[config.mk]
export PLATFORM = sky130hd
export DESIGN_NAME = sbrmt_top
export DESIGN_NICKNAME = d
export VERILOG_FILES = /design/src/sbrmt_pkg.sv /design/src/sbrmt_watchdog.sv /design/src/sbrmt_top.sv
export VERILOG_INCLUDE_DIRS = /design/src /design/src/src
export SDC_FILE = /design/constraint.sdc
export NUM_CORES = 1
export LEC_CHECK = 0
export ABC_AREA = 1
export BUFFER_PORTS_ARGS = -buffer_cell sky130_fd_sc_hd__buf_4
export CAP_MARGIN = 40
export CELL_PAD_IN_SITES_DETAIL_PLACEMENT = 1
export CELL_PAD_IN_SITES_GLOBAL_PLACEMENT = 1
export CORE_MARGIN = 4
export CORE_UTILIZATION = 41
export CTS_BUF_LIST = sky130_fd_sc_hd__clkbuf_8 sky130_fd_sc_hd__clkbuf_16
export DETAILED_ROUTE_END_ITERATION = 12
export PLACE_DENSITY_LB_ADDON = 0.08
export SLEW_MARGIN = 20
export SYNTH_ARGS = -nofsm -noshare
export SYNTH_HDL_FRONTEND = slang
export SYNTH_SLANG_ARGS = --single-unit
[constraint.sdc]
create_clock -name clk -period 1.6 [get_ports clk]
set_clock_uncertainty 0.15 [all_clocks]
set_input_delay 0 -clock clk [delete_from_list [all_inputs] [get_ports clk]]
set_output_delay 0 -clock clk [all_outputs]
set_load 0.1 [all_outputs]
[src/sbrmt_cfg.svh]
// Offsets, field positions, reset values and timing counts for the request mask and watchdog block.
// Assumes inclusion by bare name from every design file that needs them.
`ifndef SBRMT_CFG_SVH
`define SBRMT_CFG_SVH

// Register offsets in configuration space
`define SBRMT_CTRL_OFFSET 8'hdd
`define SBRMT_FLAGS_OFFSET 8'hde

// Field positions
`define SBRMT_WD_ENABLE_BIT 7
`define SBRMT_AUTO_MASK_BIT 6
`define SBRMT_MASK_MSB 5
`define SBRMT_NUM_REQ 6

// Reset values
`define SBRMT_CTRL_RESET 8'h00
`define SBRMT_FLAGS_RESET 6'h00
`define SBRMT_RSVD_READ 2'h0

// Watchdog time, in bus clocks, and the terminal count derived from it
`define SBRMT_TIMEOUT_CLKS 16
`define SBRMT_WD_LAST_CNT (`SBRMT_TIMEOUT_CLKS - 1)

`endif

[src/sbrmt_pkg.sv]
// Types shared by the request mask and watchdog block.
// Assumes nothing of its surroundings.
package sbrmt_pkg;

  typedef enum logic [1:0] {
    WD_OFF = 2'b00,
    WD_WATCH = 2'b01,
    WD_FIRED = 2'b10
  } sbrmt_wd_state_t;

endpackage : sbrmt_pkg

[src/sbrmt_watchdog.sv]
// Grant watchdog: counts idle bus clocks while one master holds the grant.
// Assumes grant and idle are already in the bus clock domain.
`timescale 1ns/1ps
`include "sbrmt_cfg.svh"

module sbrmt_watchdog (
  // Clock and reset
  input wire logic clk,
  input wire logic arst_n,
  // Control and bus view
  input wire logic watchEnable,
  input wire logic busIdle,
  input wire logic [5:0] grantVec,
  // Expiry, one cycle, one-hot on the granted master
  output logic [5:0] expiredVec_q
);

  sbrmt_pkg::sbrmt_wd_state_t state_q, state_d;
  logic [3:0] cnt_q, cnt_d;
  logic [5:0] grant_q, grant_d;
  logic [5:0] expiredVec_d;
  logic qualify;

  ////////////////////////////////////////////////////////////////////////////
  // A grant change restarts the window, so a new owner always gets full time
  assign qualify = busIdle && (grantVec != 6'h00) && (grantVec == grant_q);

  always_comb
  begin
    state_d = state_q;
    cnt_d = cnt_q;
    grant_d = grantVec;
    expiredVec_d = 6'h00;
    unique case (state_q)
      sbrmt_pkg::WD_OFF:
      begin
        cnt_d = 4'h0;
        if (watchEnable)
          state_d = sbrmt_pkg::WD_WATCH;
      end
      sbrmt_pkg::WD_WATCH:
      begin
        if (!watchEnable)
        begin
          state_d = sbrmt_pkg::WD_OFF;
          cnt_d = 4'h0;
        end
        else if (!qualify)
          cnt_d = 4'h0;
        else if (cnt_q == 4'(`SBRMT_WD_LAST_CNT))
        begin
          expiredVec_d = grantVec;
          state_d = sbrmt_pkg::WD_FIRED;
          cnt_d = 4'h0;
        end
        else
          cnt_d = cnt_q + 4'h1;
      end
      sbrmt_pkg::WD_FIRED:
      begin
        cnt_d = 4'h0;
        state_d = watchEnable ? sbrmt_pkg::WD_WATCH : sbrmt_pkg::WD_OFF;
      end
      default:
      begin
        state_d = sbrmt_pkg::WD_OFF;
        cnt_d = 4'h0;
      end
    endcase
  end

  always_ff @(posedge clk or negedge arst_n)
  begin
    if (!arst_n)
    begin
      state_q <= sbrmt_pkg::WD_OFF;
      cnt_q <= 4'h0;
      grant_q <= 6'h00;
      expiredVec_q <= 6'h00;
    end
    else
    begin
      state_q <= state_d;
      cnt_q <= cnt_d;
      grant_q <= grant_d;
      expiredVec_q <= expiredVec_d;
    end
  end

  ////////////////////////////////////////////////////////////////////////////
  // Independent run counter for checking
  logic [4:0] run_q;
  always_ff @(posedge clk or negedge arst_n)
  begin
    if (!arst_n)
      run_q <= 5'h00;
    else if (!watchEnable || !qualify || (state_q != sbrmt_pkg::WD_WATCH) || (expiredVec_d != 6'h00))
      run_q <= 5'h00;
    else if (run_q != 5'h1f)
      run_q <= run_q + 5'h01;
  end
endmodule : sbrmt_watchdog

[src/sbrmt_top.sv]
// Request masking and grant watchdog beside the secondary bus arbiter.
// Assumes grants come from the arbiter core on clk; request, frame and irdy pins are asynchronous here.
`timescale 1ns/1ps
`include "sbrmt_cfg.svh"

module sbrmt_top (
  // Clock and reset
  input wire logic clk,
  input wire logic arst_n,
  // Secondary bus pins, active low
  input wire logic [5:0] reqPin_n,
  input wire logic framePin_n,
  input wire logic irdyPin_n,
  // Grant from the arbiter core, one-hot, active high
  input wire logic [5:0] grantVec,
  // Requests handed to the arbiter core, active high
  output logic [5:0] reqToArbiter_q,
  // Configuration register port
  input wire logic [7:0] cfgAddr,
  input wire logic cfgWrEn,
  input wire logic [7:0] cfgWrData,
  input wire logic cfgRdEn,
  output logic [7:0] cfgRdData_q,
  output logic cfgRdValid_q
);

  ////////////////////////////////////////////////////////////////////////////
  // Pin synchronisers; first stage read by second stage only
  logic [7:0] pinMeta_q;
  logic [7:0] pinSync_q;

  always_ff @(posedge clk or negedge arst_n)
  begin
    if (!arst_n)
    begin
      pinMeta_q <= 8'hff;
      pinSync_q <= 8'hff;
    end
    else
    begin
      pinMeta_q <= {framePin_n, irdyPin_n, reqPin_n};
      pinSync_q <= pinMeta_q;
    end
  end

  logic [5:0] reqActive;
  logic busIdle;

  assign reqActive = ~pinSync_q[5:0];
  // Idle means neither frame nor irdy asserted
  assign busIdle = pinSync_q[7] && pinSync_q[6];

  ////////////////////////////////////////////////////////////////////////////
  // Registers
  logic [7:0] ctrl_q, ctrl_d;
  logic [5:0] flags_q, flags_d;
  logic [5:0] reqToArbiter_d;
  logic [7:0] cfgRdData_d;
  logic cfgRdValid_d;
  logic [5:0] expiredVec;
  logic ctrlWrite;
  logic flagsWrite;
  logic [5:0] flagsClear;

  assign ctrlWrite = cfgWrEn && (cfgAddr == `SBRMT_CTRL_OFFSET);
  assign flagsWrite = cfgWrEn && (cfgAddr == `SBRMT_FLAGS_OFFSET);
  assign flagsClear = flagsWrite ? cfgWrData[`SBRMT_MASK_MSB:0] : 6'h00;

  sbrmt_watchdog sbrmt_watchdog_i (
    .clk(clk),
    .arst_n(arst_n),
    .watchEnable(ctrl_q[`SBRMT_WD_ENABLE_BIT]),
    .busIdle(busIdle),
    .grantVec(grantVec),
    .expiredVec_q(expiredVec)
  );

  always_comb
  begin
    ctrl_d = ctrl_q;
    if (ctrlWrite)
      ctrl_d = cfgWrData;
    // Hardware set wins over a software write in the same cycle
    if (ctrl_q[`SBRMT_AUTO_MASK_BIT])
      ctrl_d[`SBRMT_MASK_MSB:0] = ctrl_d[`SBRMT_MASK_MSB:0] | expiredVec;
  end

  // Write one to clear; a new expiry in the same cycle survives
  assign flags_d = (flags_q & ~flagsClear) | expiredVec;

  // Masked requests never reach the arbiter core
  assign reqToArbiter_d = reqActive & ~ctrl_q[`SBRMT_MASK_MSB:0];

  always_comb
  begin
    cfgRdData_d = 8'h00;
    cfgRdValid_d = cfgRdEn;
    if (cfgRdEn)
    begin
      unique case (cfgAddr)
        `SBRMT_CTRL_OFFSET: cfgRdData_d = ctrl_q;
        `SBRMT_FLAGS_OFFSET: cfgRdData_d = {`SBRMT_RSVD_READ, flags_q};
        default: cfgRdData_d = 8'h00;
      endcase
    end
  end

  always_ff @(posedge clk or negedge arst_n)
  begin
    if (!arst_n)
    begin
      ctrl_q <= `SBRMT_CTRL_RESET;
      flags_q <= `SBRMT_FLAGS_RESET;
      reqToArbiter_q <= 6'h00;
      cfgRdData_q <= 8'h00;
      cfgRdValid_q <= 1'b0;
    end
    else
    begin
      ctrl_q <= ctrl_d;
      flags_q <= flags_d;
      reqToArbiter_q <= reqToArbiter_d;
      cfgRdData_q <= cfgRdData_d;
      cfgRdValid_q <= cfgRdValid_d;
    end
  end

  ////////////////////////////////////////////////////////////////////////////
  // Checks
  logic rdFlags_q;
  always_ff @(posedge clk or negedge arst_n)
  begin
    if (!arst_n)
      rdFlags_q <= 1'b0;
    else
      rdFlags_q <= cfgRdEn && (cfgAddr == `SBRMT_FLAGS_OFFSET);
  end

  ////////////////////////////////////////////////////////////////////////////
  // Per-request gating; every input checked, not just input 0
  for (genvar r = 0; r < `SBRMT_NUM_REQ; r++)
  begin : g_gate

  end

  ////////////////////////////////////////////////////////////////////////////
  // Low only on the first edge after reset, where reset values must still stand
  logic afterReset_q;
  always_ff @(posedge clk or negedge arst_n)
  begin
    if (!arst_n)
      afterReset_q <= 1'b0;
    else
      afterReset_q <= 1'b1;
  end
endmodule : sbrmt_top

# [Word level (Yosys, flattened, before mapping)]
# Index checks and enable logic that the tools add are counted.
[totals] ff_bits=63 input_bits=34 output_inout_bits=15 elab_cells=56
[classes] add_sub_neg=1 eq_ne=9 n_mux=19 bitwise_logic=7 n_reduce_logical=8
[op_table] operator="2-to-1 mux 6 bit" n=7
[op_table] operator="NOT 6 bit" n=3
[op_table] operator="equality test 8 bit, second input constant" n=2
[op_table] operator="2-to-1 mux 4 bit" n=4
[op_table] operator="case mux 8 bit (2 select lines)" n=1
[op_table] operator="bitwise AND 6 bit" n=2
[op_table] operator="OR 6 bit" n=2
[op_table] operator="2-to-1 mux 2 bit" n=4
[op_table] operator="2-to-1 mux 8 bit" n=1
[op_table] operator="equality test 6 bit" n=1
[op_table] operator="inequality test 3 x 2 -> 1 bit, second input constant" n=2
[op_table] operator="case mux 2 bit (3 select lines)" n=1
[op_table] operator="nonzero test 6 bit" n=1
[op_table] operator="logical AND 1 bit" n=5
[op_table] operator="adder 4 x 1 -> 4 bit, second input constant" n=1
[op_table] operator="equality test 4 bit, second input constant" n=1
[op_table] operator="AND reduction 3 bit" n=1
[op_table] operator="equality test 2 x 1 -> 1 bit, second input constant" n=1
[op_table] operator="equality test 2 bit, second input constant" n=1
[op_table] operator="logical NOT 2 bit" n=1
[op_table] operator="inequality test 2 bit, second input constant" n=1
[op_table] operator="2-to-1 mux 1 bit" n=1

# [Logic depth before layout (Yosys ltp)]
# Gate-level depths: netlist of run 1.
[depth] depth_word=6 ltp_mapped=9 ltp_nobuf=9

# [Modules after synthesis]
# Synthesis of run 1 repeated with hierarchy kept, for this count alone.
[hier_totals] hier_cells=245 area_unflattened_um2=2502.4
[modules_own_cells] module="sbrmt_top" n_inst=1 cells_per_inst=149 area_per_inst_um2=1705.4 seq_area_each_um2=1146.1
[modules_own_cells] module="sbrmt_watchdog" n_inst=1 cells_per_inst=96 area_per_inst_um2=797.0 seq_area_each_um2=450.4

# [Worst setup path after synthesis of run 1]
# Ideal clock, no wire load.
[synth_path] path_type="register to register" from="register sbrmt_watchdog_i.cnt_q[0]" to="register sbrmt_watchdog_i.cnt_q[3]" setup_ns=0.072 arrival_ns=1.105 required_ns=1.378 path_slack_ns=0.273 path_stages_with_launch=9 path_buffers=0 synth_period_minus_slack_ns=1.327 path_cell_list="dfrtp_1 > ha_1 > nand2_1 > nor2_1 > nor2_1 > inv_1 > a21oi_1 > o21ai_0 > nor2_1"
[synth_between] elab_chain_cells=5 word_cells_on_any_way=6 classes_between="add/sub: 1; eq/ne: 1; mux: 4"
[synth_lines] item="from (decl)" line_no="sbrmt_watchdog.sv:19" rtl="logic [3:0] cnt_q, cnt_d;"
[synth_lines] item="from (signal assigned)" line_no="sbrmt_watchdog.sv:84" rtl="cnt_q <= cnt_d;"
[synth_lines] item="adder 4 x 1 -> 4 bit / equality test 4 bit (equally long branches)" line_no="sbrmt_watchdog.sv:57, sbrmt_watchdog.sv:50"
[synth_lines] item="2-to-1 mux 4 bit (*)" line_no="sbrmt_watchdog.sv:50" rtl="else if (cnt_q == 4'(`SBRMT_WD_LAST_CNT))"
[synth_lines] item="2-to-1 mux 4 bit (*)" line_no="sbrmt_watchdog.sv:48" rtl="else if (!qualify)"
[synth_lines] item="2-to-1 mux 4 bit (*)" line_no="sbrmt_watchdog.sv:43" rtl="if (!watchEnable)"
[synth_lines] item="2-to-1 mux 4 bit (*)" line_no="sbrmt_watchdog.sv:34" rtl="unique case (state_q)"
[synth_lines] item="named net sbrmt_watchdog_i.cnt_d[3]" line_no="sbrmt_watchdog.sv:19"
# Mark *: on every way through the listed nets, which the timed path passes. The rest lies on a longest branch.
# A chain may end at the register's enable or synchronous reset.

# [Worst setup path in the final report of run 1]
[layout_path] from="input port cfgWrEn" to="register ctrl_q[1]"
[layout_between] elab_chain_cells=4
[layout_lines] item="from (decl)" line_no="sbrmt_top.sv:20" rtl="input wire logic cfgWrEn,"
[layout_lines] item="logical AND 1 bit (*)" line_no="sbrmt_top.sv:65" rtl="assign ctrlWrite = cfgWrEn && (cfgAddr == `SBRMT_CTRL_OFFSET);"
[layout_lines] item="2-to-1 mux 6 bit (*)" line_no="sbrmt_top.sv:81" rtl="if (ctrlWrite)"
[layout_lines] item="OR 6 bit" line_no="sbrmt_top.sv:85" rtl="ctrl_d[`SBRMT_MASK_MSB:0] = ctrl_d[`SBRMT_MASK_MSB:0] | expiredVec;"
[layout_lines] item="2-to-1 mux 6 bit (*)" line_no="sbrmt_top.sv:84" rtl="if (ctrl_q[`SBRMT_AUTO_MASK_BIT])"
[layout_lines] item="named net ctrl_d[1]" line_no="sbrmt_top.sv:55" rtl="logic [7:0] ctrl_q, ctrl_d;"
[layout_lines] item="to (signal assigned)" line_no="sbrmt_top.sv:112" rtl="ctrl_q <= `SBRMT_CTRL_RESET;"
[layout_lines] item="to (signal assigned)" line_no="sbrmt_top.sv:120" rtl="ctrl_q <= ctrl_d;"
[layout_lines] item="to (decl)" line_no="sbrmt_top.sv:55"
# Marked as above.

==> impl_metrics.py, run 1 <==
metrics = {
    "synthesis": {
        "avgSynthCellArea_um2": 10.4,
        "yosysSeqAreaShare_pct": 69.4,
        "ys_warn_count": 0,
        "synth_fa_ha_area_share_pct": 0.544,
        "synth-seq-cells": 63,
        "synth_area_leaders": "dfrtp_1 (51%), dfstp_2 (18%), nand2_1 (10%)",
        "synth.net_count": 256,
        "netlist_instances": 221,
        "yosysTopAreaCell": "dfrtp_1",
        "syn_area_um2": 2300,
        "synth_compound_area_share_pct": 4.35,
        "ys_types": 19,
        "synth_mux_area_share_pct": 0,
        "synth-simple-area-share_pct": 19.9,
        "synth_top_family_by_area": "simple AND/OR/NAND/NOR gates",
        "synth_xor_area_share_pct": 0.381,
        "synth_top_area_share_pct": 51.1,
    },
    "sta": {
        "hold_viol_final": 0,
        "slew_headroom_pct": 70.5,
        "finalCritPeriodShare_pct": 94.9,
        "drv_slew": 0,
        "tightestPinTransition_ps": 443,
        "setup_viol": 0,
        "fmax_ghz": 0.659,
        "hold_slack_ps": 41.5,
        "fin_crit_ps": 1520,
    },
    "finish": {
        "layout_common_cells": "nand2_1 (60), buf_4 (52), dfrtp_1 (47), inv_1 (30), dlygate4sd3_1 (29)",
        "layout_commonest_cell": "nand2_1",
        "area_growth_pct": 44.5,
        "postLayoutCoreUtil_pct": 60.7,
        "drive_above_1_share_pct": 29.6,
        "design_area_um2": 3320,
        "antennaDiodeCount": 0,
        "fin_nets": 348,
        "fill_cells": 602,
    },
    "die": {
        "core_region_area_um2": 5470,
        "pin_count": 49,
        "row_count": 27,
        "start_util_pct": 42.0,
        "die-area_um2": 6870,
        "chipHeight_um": 82.9,
        "dieWidth_um": 82.9,
    },
    "route": {
        "first_pass_iters": 4,
        "vias_per_cell": 4.66,
        "first_iter_violations": 80,
        "wl_um": 5600,
        "vias": 1818,
        "wl_per_cell_um": 14.4,
        "drc": 0,
        "ant_nets": 0,
    },
    "global_routing": {
        "grt_max_degree": 31,
        "first_global_vias": 2002,
        "antenna_found_initial": 0,
        "grt_pass1_wl_um": 9790,
        "overflow": 0,
        "grt_util_all_layers_pct": 18.2,
    },
    "clock_tree": {
        "htree_levels": 3,
        "cts.sinks": 63,
        "cts-buffers-inserted": 9,
        "clk_pin_slew_worst_paths_ps": 60,
        "clock_path_buffers": 2,
        "cts_tree": "yes",
        "root_buffer": "clkbuf_8",
        "clk_latency_ps": 340,
    },
    "placement": {
        "place_hpwl_um": 3610,
        "place_area_um2": 2770,
        "io_buffers": 48,
        "gp_congestion": 0.756,
    },
    "status": {
        "status": "completed",
    },
    "worst_setup_path": {
        "critPathKind": "in2reg",
        "critPathLaunchType": "primary input",
        "crit_fanout": 5,
        "required_ps": 1700,
        "arrival_ps": 1620,
        "critical_path.endpoint_type": "register",
        "r2r_cells": 7,
    },
    "pwr": {
        "power_leakage_nw": 1.65,
        "power.density_nw_per_um2": 1070,
        "vdd.ir_drop.worst_mv": 0.545,
    },
    "min_path": {
        "hold_path_class": "in2reg",
        "worstHoldPathCells": 6,
    },
    "job": {
        "drv_cap": 0,
    },
}
-- path summary, 6_finish.rpt --
path | slack, ps | to | startpoint
setup / recovery | 80 | ctrl_q[1] | cfgWrEn
hold / removal | 40 | ctrl_q[3] | cfgAddr[5]
setup reg to reg | 150 | sbrmt_watchdog_i.state_q[0] | pinSync_q[6]
hold reg to reg | 200 | pinSync_q[4] | pinMeta_q[4]
max in group asynchronous | 350 | sbrmt_watchdog_i.grant_q[5] | arst_n
min in group asynchronous | 90 | pinSync_q[0] | arst_n
-- kinds of logic (layout without fill, tap and decap cells) --
family / after synthesis / after routing
and+or+nand+nor: 108 / 108
buffers and inverters: 31 / 128
AOI/OAI and AO/OA: 17 / 17
xor gates and xnor gates: 1 / 1
DFF: 63 / 63
adders and majority gates: 1 / 1
-- cell type report --
type	instances	area, µm²	share of cell area [%]
clock buffers	11	151	4.56
repair buffers	83	712	21.4
inverters	29	109	3.28
multi-input cells	127	591	17.8
clock inverters	5	72.6	2.18
flip-flops and latches	63	1600	48.1
well taps	72	90.1	2.71
-- sequential cells by signal (all words and copies together) (netlist names) --
| register | flops |
|---|---|
| cfgRdValid_q | 1 |
| cfgRdData_q | 8 |
| pinMeta_q | 8 |
| sbrmt_watchdog_i.state_q | 2 |
| sbrmt_watchdog_i.expiredVec_q | 6 |
| ctrl_q | 8 |
| sbrmt_watchdog_i.grant_q | 6 |
| flags_q | 6 |
| pinSync_q | 8 |
| reqToArbiter_q | 6 |
| sbrmt_watchdog_i.cnt_q | 4 |
-- layer usage --
layer | GRT usage (%) | wire length, µm
met4 | 8.17 | 120
met5 | 0 | 0
met3 | 4.96 | 253
met2 | 31.0 | 2990
met1 | 21.4 | 2240
-- worst max-delay path: stages --
cell	delay (ps)
dlygate4sd3_1	550
buf_6	110
inv_1	60
nor2_4	170
nand2_2	70
dlygate4sd3_1	570
o211ai_1	90
-- through the flow --
stage	worst slack [ps]	setup TNS, ps	power (mW)	std cells
finish	82.2	0	3.56	390
detailed placement	138	0	2.01	342
global route	-3.02	-3.02	3.71	390
global placement	213	0	2.00	342
CTS	6.39	0	3.60	387
floorplan	273	0	1.85	221
-- power by group --
group	switching, mW	internal, mW
Clock	0.573	0.948
Sequential	0.0289	1.67
Combinational	0.196	0.145
-- cells in the mapped netlist --
cell type / number
nand2_1: 61
a21o_1: 1
nor3_2: 2
buf_4: 2
nor2_2: 2
and2_1: 1
dfrtp_1: 47
xnor2_1: 1
inv_1: 29
or2_2: 2
nor3_1: 3
o21ai_0: 4
o211ai_1: 5
dfstp_2: 16
nor2_1: 24
nand3_1: 12
ha_1: 1
a21oi_1: 7
nand4_2: 1
-- what timing repair did --
action | 4_1_cts | 5_1_grt
setup buffers | 0 | 3
gates resized for setup | 0 | 6
hold buffers | 29 | 0
endpoints found under the setup margin | 0 | 3
hold endpoints to repair | 106 | 0
(Power assumes the default switching activity.)
==> inputs of run 2 (changes only) <==
Settings changed: CORE_ASPECT_RATIO from default to 1.1.
==> run 2 against run 1 <==
  * Cell count up 1.3%
  * Power down 8.0%
  * Hold slack worse by 32 ps
  * Largest cell class unchanged
  * Largest power group unchanged
==> impl_metrics.py, run 2 (synthesized netlist as in run 1, its figures left out) <==
metrics = {
    "status": {
        "status": "completed",
    },
    "placement": {
        "place_hpwl_um": 3500,
        "gp_congestion": 0.739,
        "io_buffers": 48,
    },
    "clock_tree": {
        "cts_tree": "yes",
        "cts.sinks": 63,
        "cts-buffers-inserted": 9,
        "root_buffer": "clkbuf_8",
        "clock_path_buffers": 2,
        "clk_latency_ps": 330,
        "htree_levels": 3,
        "clk_pin_slew_worst_paths_ps": 60,
    },
    "worst_setup_path": {
        "required_ps": 1690,
        "critical_path.endpoint_type": "register",
        "crit_fanout": 6,
        "critPathLaunchType": "primary input",
        "critPathKind": "in2reg",
        "arrival_ps": 1570,
        "r2r_slack_ps": 160,
    },
    "sta": {
        "tightestPinTransition_ps": 434,
        "finalCritPeriodShare_pct": 92.4,
        "hold_viol_final": 0,
        "drv_slew": 0,
        "setup_viol": 0,
        "grt_setup_unrepaired": "no",
        "slew_headroom_pct": 71.0,
        "fmax_ghz": 0.676,
        "setup_tns_ps": 0,
        "fin_crit_ps": 1480,
    },
    "route": {
        "ant_nets": 0,
        "vias_per_cell": 4.55,
        "first_iter_violations": 50,
        "wl_um": 5410,
        "drc": 0,
        "vias": 1797,
        "wl_per_cell_um": 13.7,
        "first_pass_iters": 4,
    },
    "global_routing": {
        "grt_max_degree": 34,
        "overflow": 0,
        "first_global_vias": 1984,
        "antenna_found_initial": 0,
        "grt_util_all_layers_pct": 18.2,
        "grt_pass1_wl_um": 9290,
    },
    "min_path": {
        "hold_path_class": "in2async",
    },
    "die": {
        "dieWidth_um": 79.4,
        "chipHeight_um": 86.6,
        "row_count": 28,
        "start_util_pct": 42.6,
        "pin_count": 49,
        "die-area_um2": 6870,
        "core_region_area_um2": 5400,
    },
    "finish": {
        "fin_nets": 350,
        "area_growth_pct": 43.1,
        "layout_commonest_cell": "nand2_1",
        "layout_common_cells": "nand2_1 (61), buf_4 (51), dfrtp_1 (47), inv_1 (33), dlygate4sd3_1 (33)",
        "drive_above_1_share_pct": 27.2,
        "antennaDiodeCount": 0,
    },
    "pwr": {
        "power_leakage_nw": 1.65,
        "p_total_mw": 3.27,
        "vdd.ir_drop.worst_mv": 0.560,
        "power.density_nw_per_um2": 994,
    },
    "job": {
        "drv_cap": 0,
    },
}
==> run 2: worst max-delay path: stages <==
cell and delay (ps):
dlygate4sd3_1 560, buf_4 140, nor3_2 180, nand2_1 150
inv_1 240, nand2_1 100, a21oi_1 200
==> run 2: path summary, 6_finish.rpt <==
path,start,to,cells after the start
max,cfgAddr[5],cfgRdData_q[3],7
min,arst_n,reqToArbiter_q[4],2
max reg2reg,pinSync_q[6],sbrmt_watchdog_i.state_q[0],7
min reg2reg,pinMeta_q[6],pinSync_q[6],0
max in group asynchronous,arst_n,pinMeta_q[2],3
min in group clk,reqPin_n[5],pinMeta_q[5],2
==> run 2: what timing repair did <==
| action | 4_1_cts | 5_1_grt |
|---|---|---|
| hold buffers | 33 | 0 |
| hold endpoints to repair | 99 | 0 |
| setup endpoints to repair | 0 | 1 |
| resized for setup | 0 | 1 |
| buffers inserted | 0 | 0 |
==> run 2: cell type report <==
cell class	count	area, µm²
inverters	29	109
flip-flops and latches	63	1600
repair buffers	85	733
clock inverters	4	15.0
multi-input cells	127	579
fillers	608	2100
clock buffers	12	165
well taps	75	93.8
==> run 2: power by group <==
group          internal, mW  total, mW  leakage, nW  switching, mW
Combinational         0.151      0.346        0.804          0.194
Sequential             1.67       1.70        0.741         0.0270
Clock                 0.668       1.23        0.108          0.565
==> run 2: per-stage QoR <==
stage | util [%] | std cells | setup slack [ps] | area (µm²) | hold WS (ps)
floorplan | - | 221 | 273 | 2300 | -446
global placement | 51.6 | 346 | 206 | 2780 | -182
detailed placement | 51.6 | 346 | 144 | 2780 | -177
CTS | 61.0 | 395 | 119 | 3290 | 0.548
global route | 61.0 | 395 | 11.1 | 3290 | 27.9
finish | 61.0 | 395 | 121 | 3290 | 9.30
==> run 2: per-layer routing <==
metal	vias to the layer above	routed length, µm	global-route usage, %
met5	-	0	0
met4	0	78	7.34
met3	8	270	5.93
met2	42	2900	32.2
met1	877	2160	20.1
li1	870	-	-
